===== config.mk =====
export PLATFORM = sky130hd
export DESIGN_NAME = spp_regs
export DESIGN_NICKNAME = d
export VERILOG_FILES = /design/src/shared/spp_pkg.sv /design/src/spp_regs.sv
export VERILOG_INCLUDE_DIRS = /design/src /design/src/shared
export SDC_FILE = /design/constraint.sdc
export NUM_CORES = 1
export LEC_CHECK = 0
export ABC_AREA = 0
export BUFFER_PORTS_ARGS = -buffer_cell sky130_fd_sc_hd__buf_2
export CAP_MARGIN = 15
export CORE_MARGIN = 2
export CORE_UTILIZATION = 58
export CTS_BUF_LIST = sky130_fd_sc_hd__clkbuf_8
export CTS_CLUSTER_SIZE = 12
export DETAILED_ROUTE_END_ITERATION = 16
export PLACE_DENSITY = 0.94
export SETUP_SLACK_MARGIN = 0.4
export SYNTH_ARGS = -nofsm -noshare
export SYNTH_HDL_FRONTEND = slang
export SYNTH_SLANG_ARGS = --single-unit
export TNS_END_PERCENT = 100

===== constraint.sdc =====
create_clock -name mclk_in -period 2.63 [get_ports mclk_in]
set_input_delay 0.263 -clock mclk_in [delete_from_list [all_inputs] [get_ports mclk_in]]
set_output_delay 0.263 -clock mclk_in [all_outputs]
set_load 0.01 [all_outputs]

===== src/shared/spp_cfg.svh =====
// Constants for the status, page and first-PWM register slice
// How it works
// - Power-down flag set at power-on or watchdog clear, cleared by sleep.
// - Time-out flag set by sleep, watchdog clear or power-up; cleared on expiry.
// - Flags give 00 watchdog wake, 01 expiry awake, 10 reset wake, 11 power-up.
// - Status bit 5 picks control-register page 0 or 1.
// - Status bits 7:6 pick one of four special-register pages.
// - Carry, half-carry and zero flags sit in status bits 0 to 2, read-write.
// - Low six bits of RAM select act as the indirect pointer.
// - RAM select bits 7:6 choose one of four banks; reset to zero.
// - Program page bits 1:0 select program page 0 to 3; reset zero.
// - Timebase one prescaler divides by 2, 8, 32 or 64; default 2.
// - Timebase two prescaler uses the same ratios; default 2.
// - Control bits 4 and 5 run timebase one and two; off at reset.
// - Control bit 6 gives port C pin one to PWM one, forced output.
// - Control bit 7 gives port C pin two to PWM two, forced output.
// - First duty is ten bits: low byte plus high register bits 1:0.
// - PWM one high from period start until counter equals duty.
// - Duty-high bits 7:2 always read zero.
// - ADC resolution bit picks 8-bit latching or extra top bits 5:4.
// - Port 7 bit 1 is read-only; option makes pin input or reset.
// - Port 6 bits 1:0 are GPIO in RC modes, crystal pins otherwise.
// - Register address zero accesses the location the pointer holds.
// - Jumps load program counter bits 11:10 from program page bits.
`ifndef SPP_CFG_SVH
`define SPP_CFG_SVH

`define SPP_ADDR_INDIRECT   6'h00
`define SPP_ADDR_STATUS     6'h03
`define SPP_ADDR_RAM_SEL    6'h04
`define SPP_ADDR_PROG_PWM   6'h05
`define SPP_ADDR_PORT6_DUTY 6'h06
`define SPP_ADDR_PORT7_MIX  6'h07

`define SPP_PAGE0           2'h0
`define SPP_PAGE1           2'h1
`define SPP_PAGE3           2'h3

`define SPP_STATUS_RESET    8'h18
`define SPP_STATUS_SW_MASK  8'hE7
`define SPP_RAM_SEL_RESET   8'h00
`define SPP_PWM_CTL_RESET   8'h00
`define SPP_PROG_PAGE_MASK  8'h0F
`define SPP_PORT6_MASK      8'h3F
`define SPP_PORT7_MASK      8'h79
`define SPP_DUTY_HI_MASK    8'h03

`define SPP_BIT_PD          3
`define SPP_BIT_TO          4
`define SPP_BIT_ADC_RES     2

`define SPP_DIV2_LIMIT      6'h01
`define SPP_DIV8_LIMIT      6'h07
`define SPP_DIV32_LIMIT     6'h1F
`define SPP_DIV64_LIMIT     6'h3F

`endif


===== src/shared/spp_pkg.sv =====
// Types for the status, page and first-PWM register slice
package spp_pkg;

    typedef struct packed {
        logic [5:0] addr;
        logic       wr;
        logic [7:0] wdata;
    } spp_cpu_req_t;

    typedef struct packed {
        logic p71_pin;
        logic crystal_mode;
        logic reset_pin_option;
        logic pll_cap_pin_option;
    } spp_pin_in_t;

    typedef struct packed {
        logic data;
        logic oe_n;
    } spp_pin_drv_t;

    typedef struct packed {
        logic [7:0] status;
        logic [7:0] ram_sel;
        logic [3:0] prog_page;
        logic [7:0] pwm_ctl;
        logic [5:0] port6;
        logic [7:0] port7;
        logic [9:0] duty;
        logic       adc_res;
        logic [1:0] adc_top;
        logic [7:0] adc_low;
        logic [5:0] pre1;
        logic [5:0] pre2;
        logic [9:0] count1;
        logic [9:0] count2;
        logic       pwm1_lvl;
        logic [1:0] pc_hi;
        logic [7:0] rdata;
        spp_pin_in_t sync1;
        spp_pin_in_t sync2;
    } spp_state_t;

endpackage


===== src/spp_regs.sv =====
// Status, page select, RAM pointer, first PWM and port data registers
`timescale 1ns/1ps
`default_nettype none
`include "spp_cfg.svh"

module spp_regs (
    // Clock and reset
    input  wire logic                 mclk_in,
    input  wire logic                 resetn_in,
    // CPU register access
    input  wire spp_pkg::spp_cpu_req_t cpu_req_in,
    output logic [7:0]                reg_rdata_out,
    output logic [5:0]                eff_addr_out,
    output logic                      indirect_out,
    output logic [1:0]                ram_bank_out,
    output logic [1:0]                reg_page_out,
    output logic                      ctrl_page_out,
    // Core events
    input  wire logic                 sleep_instr_in,
    input  wire logic                 watchdog_clear_instr_in,
    input  wire logic                 wdt_expire_in,
    input  wire logic                 pc_page_load_in,
    output logic [1:0]                prog_page_out,
    output logic [1:0]                pc_high_out,
    // ADC result
    input  wire logic                 adc_done_in,
    input  wire logic [9:0]           adc_result_in,
    output logic [7:0]                adc_low_out,
    // PWM
    input  wire logic                 pwm_two_wave_in,
    output logic [9:0]                first_counter_out,
    output logic [9:0]                second_counter_out,
    output logic                      pwm_one_wave_out,
    // Port C pins one and two
    input  wire spp_pkg::spp_pin_drv_t port_c_one_in,
    input  wire spp_pkg::spp_pin_drv_t port_c_two_in,
    output spp_pkg::spp_pin_drv_t     port_c_pin_one_out,
    output spp_pkg::spp_pin_drv_t     port_c_pin_two_out,
    // Port 6 and 7
    input  wire spp_pkg::spp_pin_in_t pins_in,
    output logic [5:0]                port6_data_out,
    output logic [7:0]                port7_data_out,
    output logic [1:0]                port6_gpio_out,
    output logic                      p70_gpio_out
);
    import spp_pkg::*;

    spp_state_t st_r;
    spp_state_t st_nxt;

    logic [5:0] eff_addr;
    logic       local_hit;
    logic       wr_hit;
    logic [1:0] page;
    logic       tick1;
    logic       tick2;
    logic [9:0] count1_up;

    // Shared by both timebases
    function automatic logic [5:0] div_limit(input logic [1:0] code);
        unique case (code)
            2'h0: div_limit = `SPP_DIV2_LIMIT;
            2'h1: div_limit = `SPP_DIV8_LIMIT;
            2'h2: div_limit = `SPP_DIV32_LIMIT;
            2'h3: div_limit = `SPP_DIV64_LIMIT;
        endcase
    endfunction

    function automatic logic [7:0] read_reg(input spp_state_t s, input logic [5:0] a,
                                            input logic [1:0] pg, input logic p71_rd);
        read_reg = 8'h00;
        // Status and RAM select stay reachable from every page so software can leave a page
        if (a == `SPP_ADDR_STATUS) begin
            read_reg = s.status;
        end else if (a == `SPP_ADDR_RAM_SEL) begin
            read_reg = s.ram_sel;
        end else if (a == `SPP_ADDR_PROG_PWM && pg == `SPP_PAGE0) begin
            read_reg = {4'h0, s.prog_page};
        end else if (a == `SPP_ADDR_PROG_PWM && pg == `SPP_PAGE3) begin
            read_reg = s.pwm_ctl;
        end else if (a == `SPP_ADDR_PORT6_DUTY && pg == `SPP_PAGE0) begin
            read_reg = {2'h0, s.port6};
        end else if (a == `SPP_ADDR_PORT6_DUTY && pg == `SPP_PAGE3) begin
            read_reg = s.duty[7:0];
        end else if (a == `SPP_ADDR_PORT7_MIX && pg == `SPP_PAGE0) begin
            read_reg = (s.port7 & `SPP_PORT7_MASK) | {6'h00, p71_rd, 1'b0};
        end else if (a == `SPP_ADDR_PORT7_MIX && pg == `SPP_PAGE1) begin
            read_reg = {2'h0, s.adc_top, 1'b0, s.adc_res, 2'h0};
        end else if (a == `SPP_ADDR_PORT7_MIX && pg == `SPP_PAGE3) begin
            read_reg = {6'h00, s.duty[9:8]};
        end
    endfunction

    assign page      = st_r.status[7:6];
    assign eff_addr  = (cpu_req_in.addr == `SPP_ADDR_INDIRECT) ? st_r.ram_sel[5:0]
                                                               : cpu_req_in.addr;
    assign local_hit = (eff_addr[5:4] == 2'h0) && (eff_addr != `SPP_ADDR_INDIRECT);
    assign wr_hit    = cpu_req_in.wr && local_hit;
    assign tick1     = st_r.pwm_ctl[4] && (st_r.pre1 == div_limit(st_r.pwm_ctl[1:0]));
    assign tick2     = st_r.pwm_ctl[5] && (st_r.pre2 == div_limit(st_r.pwm_ctl[3:2]));
    assign count1_up = st_r.count1 + 10'h001;

    always_comb begin
        st_nxt = st_r;

        // Pin and strap synchroniser
        st_nxt.sync1 = pins_in;
        st_nxt.sync2 = st_r.sync1;

        // Software writes
        if (wr_hit) begin
            unique case (eff_addr)
                `SPP_ADDR_STATUS: begin
                    st_nxt.status = (cpu_req_in.wdata & `SPP_STATUS_SW_MASK)
                                  | (st_r.status & ~`SPP_STATUS_SW_MASK);
                end
                `SPP_ADDR_RAM_SEL: begin
                    st_nxt.ram_sel = cpu_req_in.wdata;
                end
                `SPP_ADDR_PROG_PWM: begin
                    if (page == `SPP_PAGE0) begin
                        st_nxt.prog_page = cpu_req_in.wdata[3:0];
                    end else if (page == `SPP_PAGE3) begin
                        st_nxt.pwm_ctl = cpu_req_in.wdata;
                    end
                end
                `SPP_ADDR_PORT6_DUTY: begin
                    if (page == `SPP_PAGE0) begin
                        st_nxt.port6 = cpu_req_in.wdata[5:0];
                    end else if (page == `SPP_PAGE3) begin
                        st_nxt.duty[7:0] = cpu_req_in.wdata;
                    end
                end
                `SPP_ADDR_PORT7_MIX: begin
                    if (page == `SPP_PAGE0) begin
                        st_nxt.port7 = cpu_req_in.wdata & `SPP_PORT7_MASK;
                    end else if (page == `SPP_PAGE1) begin
                        st_nxt.adc_res = cpu_req_in.wdata[`SPP_BIT_ADC_RES];
                    end else if (page == `SPP_PAGE3) begin
                        st_nxt.duty[9:8] = cpu_req_in.wdata[1:0];
                    end
                end
                default: begin
                end
            endcase
        end

        // Power-down and time-out flags; set beats the expiry clear of time-out
        if (watchdog_clear_instr_in) begin
            st_nxt.status[`SPP_BIT_PD] = 1'b1;
        end else if (sleep_instr_in) begin
            st_nxt.status[`SPP_BIT_PD] = 1'b0;
        end
        if (sleep_instr_in || watchdog_clear_instr_in) begin
            st_nxt.status[`SPP_BIT_TO] = 1'b1;
        end else if (wdt_expire_in) begin
            st_nxt.status[`SPP_BIT_TO] = 1'b0;
        end

        // ADC latch
        if (adc_done_in) begin
            if (st_r.adc_res) begin
                st_nxt.adc_low = adc_result_in[7:0];
                st_nxt.adc_top = adc_result_in[9:8];
            end else begin
                st_nxt.adc_low = adc_result_in[9:2];
                st_nxt.adc_top = 2'h0;
            end
        end

        // Timebases hold while stopped
        if (st_r.pwm_ctl[4]) begin
            st_nxt.pre1 = tick1 ? 6'h00 : st_r.pre1 + 6'h01;
        end
        if (st_r.pwm_ctl[5]) begin
            st_nxt.pre2 = tick2 ? 6'h00 : st_r.pre2 + 6'h01;
        end
        if (tick1) begin
            st_nxt.count1 = count1_up;
            // Period starts at wrap to zero; a zero duty keeps the output low
            if (count1_up == 10'h000) begin
                st_nxt.pwm1_lvl = (st_r.duty != 10'h000);
            end else if (count1_up == st_r.duty) begin
                st_nxt.pwm1_lvl = 1'b0;
            end
        end
        if (tick2) begin
            st_nxt.count2 = st_r.count2 + 10'h001;
        end

        // Program counter high bits
        if (pc_page_load_in) begin
            st_nxt.pc_hi = st_r.prog_page[1:0];
        end

        // Registered read, one cycle after the address
        st_nxt.rdata = local_hit ? read_reg(st_r, eff_addr, page,
                                            st_r.sync2.p71_pin & ~st_r.sync2.reset_pin_option)
                                 : 8'h00;
    end

    always_ff @(posedge mclk_in or negedge resetn_in) begin
        if (!resetn_in) begin
            st_r         <= '0;
            st_r.status  <= `SPP_STATUS_RESET;
            st_r.ram_sel <= `SPP_RAM_SEL_RESET;
            st_r.pwm_ctl <= `SPP_PWM_CTL_RESET;
        end else begin
            st_r <= st_nxt;
        end
    end

    assign reg_rdata_out      = st_r.rdata;
    assign eff_addr_out       = eff_addr;
    assign indirect_out       = (cpu_req_in.addr == `SPP_ADDR_INDIRECT);
    assign ram_bank_out       = st_r.ram_sel[7:6];
    assign reg_page_out       = page;
    assign ctrl_page_out      = st_r.status[5];
    assign prog_page_out      = st_r.prog_page[1:0];
    assign pc_high_out        = st_r.pc_hi;
    assign adc_low_out        = st_r.adc_low;
    assign first_counter_out  = st_r.count1;
    assign second_counter_out = st_r.count2;
    assign pwm_one_wave_out   = st_r.pwm1_lvl;
    assign port6_data_out     = st_r.port6;
    assign port7_data_out     = st_r.port7;
    assign port6_gpio_out     = {2{~st_r.sync2.crystal_mode}};
    // PLL must stay off when this is high in crystal mode
    assign p70_gpio_out       = ~st_r.sync2.crystal_mode | st_r.sync2.pll_cap_pin_option;

    always_comb begin
        if (st_r.pwm_ctl[6]) begin
            port_c_pin_one_out = '{data: st_r.pwm1_lvl, oe_n: 1'b0};
        end else begin
            port_c_pin_one_out = port_c_one_in;
        end
        if (st_r.pwm_ctl[7]) begin
            port_c_pin_two_out = '{data: pwm_two_wave_in, oe_n: 1'b0};
        end else begin
            port_c_pin_two_out = port_c_two_in;
        end
    end

    property p_sleep_flags;
        @(posedge mclk_in) disable iff (!resetn_in)
        sleep_instr_in && !watchdog_clear_instr_in |=>
            !st_r.status[`SPP_BIT_PD] && st_r.status[`SPP_BIT_TO];
    endproperty
    a_sleep_flags: assert property (p_sleep_flags) else $error("sleep flags wrong");

    property p_watchdog_clear_instr_flags;
        @(posedge mclk_in) disable iff (!resetn_in)
        watchdog_clear_instr_in |=> st_r.status[`SPP_BIT_PD] && st_r.status[`SPP_BIT_TO];
    endproperty
    a_watchdog_clear_instr_flags: assert property (p_watchdog_clear_instr_flags) else $error("watchdog clear flags wrong");

    property p_expire_flags;
        @(posedge mclk_in) disable iff (!resetn_in)
        wdt_expire_in && !sleep_instr_in && !watchdog_clear_instr_in |=>
            !st_r.status[`SPP_BIT_TO] && $stable(st_r.status[`SPP_BIT_PD]);
    endproperty
    a_expire_flags: assert property (p_expire_flags) else $error("expiry flags wrong");

    property p_ro_flags;
        @(posedge mclk_in) disable iff (!resetn_in)
        wr_hit && eff_addr == `SPP_ADDR_STATUS && !sleep_instr_in && !watchdog_clear_instr_in
            && !wdt_expire_in |=> $stable(st_r.status[4:3]) && st_r.status[2:0] ==
            $past(cpu_req_in.wdata[2:0]);
    endproperty
    a_ro_flags: assert property (p_ro_flags) else $error("status write wrong");

    property p_duty_hi_read;
        @(posedge mclk_in) disable iff (!resetn_in)
        eff_addr == `SPP_ADDR_PORT7_MIX && page == `SPP_PAGE3 |=>
            reg_rdata_out == {6'h00, st_r.duty[9:8]} || $changed(st_r.duty);
    endproperty
    a_duty_hi_read: assert property (p_duty_hi_read) else $error("duty high read wrong");

    property p_pin_one;
        @(posedge mclk_in) disable iff (!resetn_in)
        st_r.pwm_ctl[6] |-> !port_c_pin_one_out.oe_n && port_c_pin_one_out.data == pwm_one_wave_out;
    endproperty
    a_pin_one: assert property (p_pin_one) else $error("PWM pin one not driven");

    property p_stopped;
        @(posedge mclk_in) disable iff (!resetn_in)
        !st_r.pwm_ctl[4] |=> st_r.count1 == $past(st_r.count1);
    endproperty
    a_stopped: assert property (p_stopped) else $error("timebase one ran while off");

    property p_prescale;
        @(posedge mclk_in) disable iff (!resetn_in)
        st_r.count1 != $past(st_r.count1) |->
            $past(st_r.pre1) == div_limit($past(st_r.pwm_ctl[1:0]));
    endproperty
    a_prescale: assert property (p_prescale) else $error("prescaler ratio wrong");

    property p_indirect;
        @(posedge mclk_in) disable iff (!resetn_in)
        cpu_req_in.addr == `SPP_ADDR_INDIRECT |-> eff_addr_out == st_r.ram_sel[5:0];
    endproperty
    a_indirect: assert property (p_indirect) else $error("indirect address wrong");

    property p_pc_high;
        @(posedge mclk_in) disable iff (!resetn_in)
        pc_page_load_in |=> pc_high_out == $past(st_r.prog_page[1:0]);
    endproperty
    a_pc_high: assert property (p_pc_high) else $error("pc high bits wrong");

    property p_adc8;
        @(posedge mclk_in) disable iff (!resetn_in)
        adc_done_in && !st_r.adc_res |=>
            adc_low_out == $past(adc_result_in[9:2]) && st_r.adc_top == 2'h0;
    endproperty
    a_adc8: assert property (p_adc8) else $error("8-bit ADC latch wrong");

    property p_duty_end;
        @(posedge mclk_in) disable iff (!resetn_in)
        tick1 && count1_up == st_r.duty && count1_up != 10'h000 |=> !pwm_one_wave_out;
    endproperty
    a_duty_end: assert property (p_duty_end) else $error("PWM one not low at duty");

    // Wrap starts a period; only a zero duty keeps the level low
    property p_wrap_high;
        @(posedge mclk_in) disable iff (!resetn_in)
        tick1 && count1_up == 10'h000 |=> pwm_one_wave_out == ($past(st_r.duty) != 10'h000);
    endproperty
    a_wrap_high: assert property (p_wrap_high) else $error("PWM one wrong at period start");

    property p_adc10;
        @(posedge mclk_in) disable iff (!resetn_in)
        adc_done_in && st_r.adc_res |=>
            adc_low_out == $past(adc_result_in[7:0])
            && st_r.adc_top == $past(adc_result_in[9:8]);
    endproperty
    a_adc10: assert property (p_adc10) else $error("10-bit ADC latch wrong");

    property p_pin_two;
        @(posedge mclk_in) disable iff (!resetn_in)
        st_r.pwm_ctl[7] |-> !port_c_pin_two_out.oe_n
            && port_c_pin_two_out.data == pwm_two_wave_in;
    endproperty
    a_pin_two: assert property (p_pin_two) else $error("PWM pin two not driven");

    c_sleep_then_expire: cover property (@(posedge mclk_in) disable iff (!resetn_in)
        sleep_instr_in ##[1:20] wdt_expire_in);
    c_pwm_rise: cover property (@(posedge mclk_in) disable iff (!resetn_in)
        $rose(pwm_one_wave_out));
    c_indirect_write: cover property (@(posedge mclk_in) disable iff (!resetn_in)
        indirect_out && wr_hit);

endmodule
`default_nettype wire


==> flow_metrics.env, run 1 <==
export IMPL_status="complete, no violations"
export IMPL_routed_via_density=6.229
export IMPL_p_switching_uw=864.8
export IMPL_gr_usage_all_layers_pct=28.50
export IMPL_synth_top_cell_by_area="dfrtp_1"
export IMPL_clock_skew_ns=0.01528
export IMPL_clk_insertion_delay_late_ns=0.39
export IMPL_syn_area_per_cell_um2=10.43
export IMPL_synthAdderAreaFrac_pct=0.8158
export IMPL_netlist_top_cells_count="dfrtp_1 (109), buf_4 (59), mux2_2 (56)"
export IMPL_wl_per_cell_um=20.14
export IMPL_grt_pass1_wl_um=25370
export IMPL_crit_family="simple AND/OR/NAND/NOR gates"
export IMPL_ys_ff_latch=111
export IMPL_critical_path_arrival_ns=2.56
export IMPL_synth_top_family_by_area="simple AND/OR/NAND/NOR gates"
export IMPL_antenna_found_initial=0
export IMPL_initial_core_util_pct=59.69
export IMPL_final_layout_size_suffix_gt1_share_pct=41.90
export IMPL_syn_to_final_growth_pct=19.66
export IMPL_crit_path_end_kind="flop"
export IMPL_switching_share_pct=27.77
export IMPL_synth_distinct_cells=69
export IMPL_drt_iter0_markers=411
export IMPL_cp_max_fo=7
export IMPL_dr_pass1_iters=7
export IMPL_synth_edf_count=0
export IMPL_drv_slew=0
export IMPL_cp_start_kind="flop"
export IMPL_p_comb_share_pct=10.5
export IMPL_yosysWarnings=0
export IMPL_critPathMostFrequentCell="nor2_4"
export IMPL_htreeDepth=3
export IMPL_place_area_mm2=0.006560
export IMPL_ios=115
export IMPL_async_flop_share_pct=100.0
export IMPL_synth_area_mm2=0.006135
export IMPL_n_antenna_cell=0
export IMPL_crit_buf_inv=1
export IMPL_worst_pin_slew_ns=0.6335
export IMPL_drc_errors=0
export IMPL_grt_pass1_vias=4963
export IMPL_final_area_mm2=0.007341
export IMPL_crit_chain="or2_4 -> a311o_2 -> nor2_4 -> buf_6 -> nand3_4 -> nor2_4 -> mux2_4"
export IMPL_cts_reportedPaths_clkPinSlew_ns=0.12
export IMPL_synth_compound_area_share_pct=11.81
export IMPL_grt_max_degree=63
export IMPL_synthFlopType="dfrtp_1"
export IMPL_power_density_mw_per_mm2=424.2
export IMPL_finalSetupTns_ns=0
export IMPL_yosysMostFrequentCell="dfrtp_1"
export IMPL_core_area_mm2=0.01028
export IMPL_p_int_mw=2.249
export IMPL_routed_wl_um=16530
export IMPL_required_ns=2.91
export IMPL_ir_drop_mv=0.3147
export IMPL_synth_simple_area_share_pct=15.38
export IMPL_num_fill_cells=705
export IMPL_muxShareOfSynthArea_pct=11.75
export IMPL_layout_min_cycle_time_ns=2.285
export IMPL_holdCritPathClass="input pin to flop"
export IMPL_cpPeakStageDelay_ns=0.43
export IMPL_timing_final_crit_share_pct=86.87
export IMPL_vias=5114
export IMPL_setup_viol=0
export IMPL_tritoncts="yes"
export IMPL_synthCells=588
export IMPL_die_h_um=106.8
export IMPL_die_area_mm2=0.01142
export IMPL_fin_hold_ws_ns=0.01428
export IMPL_sequentialPowerShare_pct=57.3
export IMPL_clockPowerShare_pct=32.2
export IMPL_cts_sinks=111
export IMPL_rows=37
export IMPL_relSlewSlack_pct=57.77
export IMPL_rsz0062_at_grt="true"
export IMPL_p_leak_nw=3.481
export IMPL_drtAntennaViolNets=0
export IMPL_synth_area_leaders="dfrtp_1 (44%), mux2_2 (10%), buf_4 (7.2%)"
export IMPL_drv_cap=0
export IMPL_max_freq_ghz=0.4377
export IMPL_synth_xor_area_share_pct=4.997
export IMPL_fin_nets=725
export IMPL_crit_type="flop to flop"
export IMPL_cts_path_max_buffers=2
export IMPL_critPathSlowestCell="a311o_2"
export IMPL_yosysSeqAreaShare_pct=45.32
export IMPL_grt_overflow=0
export IMPL_synth_top_area_share_pct=44.46
export IMPL_hpwl_um=11130
export IMPL_place_congestion=0.9646
export IMPL_cts_root_buffer="clkbuf_8"
export IMPL_finalHoldViolations=0
export IMPL_numPortBuffers=111
export IMPL_die_w_um=106.8
export IMPL_cts_buffers=9
[cell families after synthesis]
logic type / count (synthesis)
simple gates: 172
xor+xnor: 35
mux: 65
fa+ha+maj: 4
buf+inv: 99
other cells: 1
flops: 111
compound gates: 101
[final timing paths]
check	start	to	slack, ns	cells past startpoint
worst max-delay path	st_r[103]	port6_data_out[1]	0.35	7
worst min-delay path	wdt_expire_in	st_r[110]	0.01	2
worst max register to register	st_r[103]	port6_data_out[1]	0.35	7
worst min register to register	st_nxt[0]	st_r[0]	0.36	0
max in group asynchronous	resetn_in	st_r[110]	1.43	3
min in group asynchronous	resetn_in	port7_data_out[6]	0.43	2
[state kept, by name, summed over array words and instances, names as in the netlist, 4 cells and up]
signal / cells
adc_low_out: 8
first_counter_out: 10
second_counter_out: 10
st_r: 50
port6_data_out: 6
st_nxt: 4
reg_rdata_out: 8
port7_data_out: 5
[layer usage]
metal,share of wire (%),vias up,GRT usage (%)
met3,6.6,78,4.134
met4,4.9,0,15.12
met5,0,-,0
met1,39,2501,35.82
li1,-,2253,-
met2,50,282,47.77
[layout by cell type, fill, tap and decap left out, types with 4 or more instances in the layout]
cell type      count
buf_2            111
mux2_2            31
nor2_1            35
dlygate4sd3_1      5
nor2b_1            6
nand2_1           30
a22oi_1            4
or4_1              4
xor2_1            15
clkbuf_8           9
nand4_1           17
a221oi_1           4
a211oi_1           5
mux2_4            25
and3_1             4
o21ai_0           17
dfrtp_1          106
mux2i_1            9
inv_1             16
buf_6              4
a21o_1             5
o22ai_1            4
a21oi_1           15
nand3_1           10
nor4_4             4
buf_4             41
nand2b_1           7
xnor2_1           19
and2_1             4
nor4_1             5
nor3_1             6
nor2_4             5
o221ai_1           4
[what timing repair did]
| action | 4_1_cts | 5_1_grt |
|---|---|---|
| endpoints found under the hold margin | 49 | 0 |
| pin swaps | 14 | 22 |
| setup buffers | 12 | 11 |
| hold buffers | 5 | 0 |
| endpoints found under the setup margin | 61 | 69 |
| gates cloned | 1 | 0 |
| gates resized for setup | 39 | 46 |
[power groups by stage]
stage | sequential (mW) | combinational, mW | clock, mW
5_1_grt | 1.79 | 0.354 | 1.07
3_3_place_gp | 1.81 | 0.270 | 0
2_1_floorplan | 1.80 | 0.174 | 0
4_1_cts | 1.78 | 0.311 | 1.00
6_report | 1.79 | 0.327 | 1.00
3_5_place_dp | 1.82 | 0.278 | 0
[metrics by stage]
stage               worst slack [ns]  instances  total power [mW]  utilization [%]
floorplan                     0.3351        590             1.976                -
global route                  0.2922        821             3.216            71.43
detailed placement           0.01413        776             2.094            63.83
CTS                           0.3302        810             3.095            68.68
finish                        0.3454        821             3.114            71.43
global placement             0.07274        776             2.085            63.83
[final cells by class]
type                            count  area [um^2]  share of cell area, %
Sequential cell                   111         2784                  37.92
Clock inverter                      7        65.06                 0.8863
Clock buffer                        9        123.9                  1.687
Timing Repair Buffer              162        978.4                  13.33
Tap cell                          136        170.2                  2.318
Inverter                           16        60.06                 0.8181
Multi-Input combinational cell    380         3159                  43.04
Note: power is estimated with default switching activity, not from simulation.
==> run 2, diff against run 1 <==
--- a/config.mk
+++ b/config.mk
@@ -10,12 +10,11 @@
 export BUFFER_PORTS_ARGS = -buffer_cell sky130_fd_sc_hd__buf_2
 export CAP_MARGIN = 15
 export CORE_MARGIN = 2
-export CORE_UTILIZATION = 58
+export CORE_UTILIZATION = 62
 export CTS_BUF_LIST = sky130_fd_sc_hd__clkbuf_8
 export CTS_CLUSTER_SIZE = 12
 export DETAILED_ROUTE_END_ITERATION = 16
-export PLACE_DENSITY = 0.94
-export SETUP_SLACK_MARGIN = 0.4
+export PLACE_DENSITY = 0.95
 export SYNTH_ARGS = -nofsm -noshare
 export SYNTH_HDL_FRONTEND = slang
 export SYNTH_SLANG_ARGS = --single-unit
==> constraint.sdc (replaced) <==
create_clock -name mclk_in -period 2.65 [get_ports mclk_in]
set_input_delay 0.265 -clock mclk_in [delete_from_list [all_inputs] [get_ports mclk_in]]
set_output_delay 0.265 -clock mclk_in [all_outputs]
set_load 0.01 [all_outputs]
==> flow_metrics.env, run 2 (synthesis results as in run 1) <==
export IMPL_grt_pass1_wl_um=23420
export IMPL_ios=115
export IMPL_cp_start_kind="flop"
export IMPL_drtAntennaViolNets=0
export IMPL_min_path_cells=2
export IMPL_worst_pin_slew_ns=0.7603
export IMPL_cts_buffers=9
export IMPL_required_ns=2.91
export IMPL_fin_nets=707
export IMPL_p_leak_nw=3.290
export IMPL_dr_pass1_iters=7
export IMPL_relSlewSlack_pct=49.31
export IMPL_syn_to_final_growth_pct=10.63
export IMPL_ir_drop_mv=0.3662
export IMPL_layout_min_cycle_time_ns=2.564
export IMPL_routed_via_density=6.120
export IMPL_cts_root_buffer="clkbuf_8"
export IMPL_worst_r2r_setup_slack_ns=0.09
export IMPL_worst_path_stages=7
export IMPL_drt_iter0_markers=483
export IMPL_min_to="st_r[109]"
export IMPL_drv_cap=0
export IMPL_crit_buf_inv=1
export IMPL_r2r_start="st_r[103]"
export IMPL_die_w_um=103.5
export IMPL_crit_type="flop to flop"
export IMPL_hpwl_um=11130
export IMPL_cts_path_max_buffers=2
export IMPL_routed_wl_um=15020
export IMPL_grt_max_degree=59
export IMPL_final_layout_size_suffix_gt1_share_pct=34.78
export IMPL_cts_sinks=111
export IMPL_grt_pass1_vias=4639
export IMPL_timing_final_crit_share_pct=96.74
export IMPL_max_freq_ghz=0.3901
export IMPL_rows=36
export IMPL_cts_reportedPaths_clkPinSlew_ns=0.10
export IMPL_setup_viol=0
export IMPL_vias=4896
export IMPL_num_fill_cells=717
export IMPL_htreeDepth=3
export IMPL_finalSetupTns_ns=0
export IMPL_status="complete, no violations"
export IMPL_holdCritPathClass="input pin to flop"
export IMPL_crit_chain="or2_2 -> a311o_1 -> a21oi_2 -> nand2_2 -> nor3_4 -> buf_12 -> mux2_2"
export IMPL_core_area_mm2=0.009684
export IMPL_cpPeakStageDelay_ns=0.53
export IMPL_critical_path_arrival_ns=2.82
export IMPL_antenna_found_initial=0
export IMPL_dp_cells=778
export IMPL_drc_errors=0
export IMPL_clock_skew_ns=0.01349
export IMPL_seqCellArea_mm2=0.002780
export IMPL_fin_cells=800
export IMPL_ff2ff_path_depth=7
export IMPL_top_register="st_r"
export IMPL_clk_insertion_delay_late_ns=0.38
export IMPL_crit_family="compound AO/OA/AOI/OAI gates"
export IMPL_mostFrequentLayoutCell="buf_2"
export IMPL_crit_path_end_kind="flop"
export IMPL_critPathSlowestCell="a311o_1"
export IMPL_multi_input_area_mm2=0.002761
export IMPL_power_density_mw_per_mm2=438.4
export IMPL_rsz0062_at_grt="false"
export IMPL_n_antenna_cell=0
export IMPL_min_delay_start="sleep_instr_in"
export IMPL_final_cell_mix="buf_2 (110), dfrtp_1 (109), mux2_2 (56)"
export IMPL_largest_reg_flops=50
export IMPL_numPortBuffers=111
export IMPL_gr_usage_all_layers_pct=28.96
export IMPL_die_area_mm2=0.01071
export IMPL_drv_slew=0
export IMPL_die_h_um=103.5
export IMPL_finalHoldViolations=0
export IMPL_cp_max_fo=9
export IMPL_place_congestion=0.9764
export IMPL_grt_overflow=0
export IMPL_timing_rr_end="st_r[91]"
export IMPL_wl_per_cell_um=18.78
export IMPL_initial_core_util_pct=63.35
export IMPL_fin_util_pct=70.08
export IMPL_tritoncts="yes"
==> run 2: how the worst max path moves through the flow <==
stage                        start                to  slack, ns
floorplan           cpu_req_in[10]          st_r[86]       0.23
global route             st_r[103]          st_r[70]      0.009
detailed placement  cpu_req_in[14]          st_r[68]       0.04
global placement    cpu_req_in[14]  reg_rdata_out[2]       0.08
CTS                      st_r[103]          st_r[91]       0.09
finish                   st_r[103]          st_r[91]       0.09
==> run 2: power breakdown <==
part | switching, mW | total, mW | internal [mW]
sequential | 0.0345 | 1.77 | 1.74
combinational | 0.167 | 0.279 | 0.111
clock | 0.561 | 0.926 | 0.365
total | 0.763 | 2.97 | 2.21
==> run 2: layout make-up <==
type | count | share of cell area [%]
flip-flops and latches | 111 | 40.97
multi-input cells | 380 | 40.69
repair buffers | 144 | 12.43
well taps | 133 | 2.452
clock buffers | 10 | 2.028
inverters | 16 | 0.8850
clock inverters | 6 | 0.5531
==> run 2: worst reg2reg max path, delay by kind of cell, from the launching register on <==
kind                   cells  cell delay, ns
AOI/OAI and AO/OA          2            0.79
buffers and inverters      1            0.15
DFF                        1            0.43
muxes                      1            0.33
and+or+nand+nor            3            0.75
==> run 2: layer usage <==
| metal | vias to the layer above | GRT usage (%) | part of all wire [%] |
|---|---|---|---|
| li1 | 2210 | - | - |
| met1 | 2399 | 38.09 | 40 |
| met2 | 247 | 47.30 | 50 |
| met3 | 40 | 5.444 | 7.3 |
| met4 | 0 | 12.15 | 3.1 |
| met5 | - | 0 | 0 |
==> run 2: metrics by stage <==
step,setup WS (ns),power (mW),hold slack [ns],area [um^2]
4_1_cts,0.08801,2.999,0.01449,6761
5_1_grt,0.008523,3.088,0.02127,6787
3_3_place_gp,0.07782,2.064,0.3333,6536
3_5_place_dp,0.03973,2.075,0.3362,6536
6_report,0.08630,2.975,0.02698,6787
2_1_floorplan,0.2336,1.953,-0.03059,6142
==> run 2: repair_timing <==
action	4_1_cts	5_1_grt
endpoints found under the hold margin	61	0
endpoints found under the setup margin	0	6
hold buffers	5	0
resized for setup	0	1
setup buffers	0	1
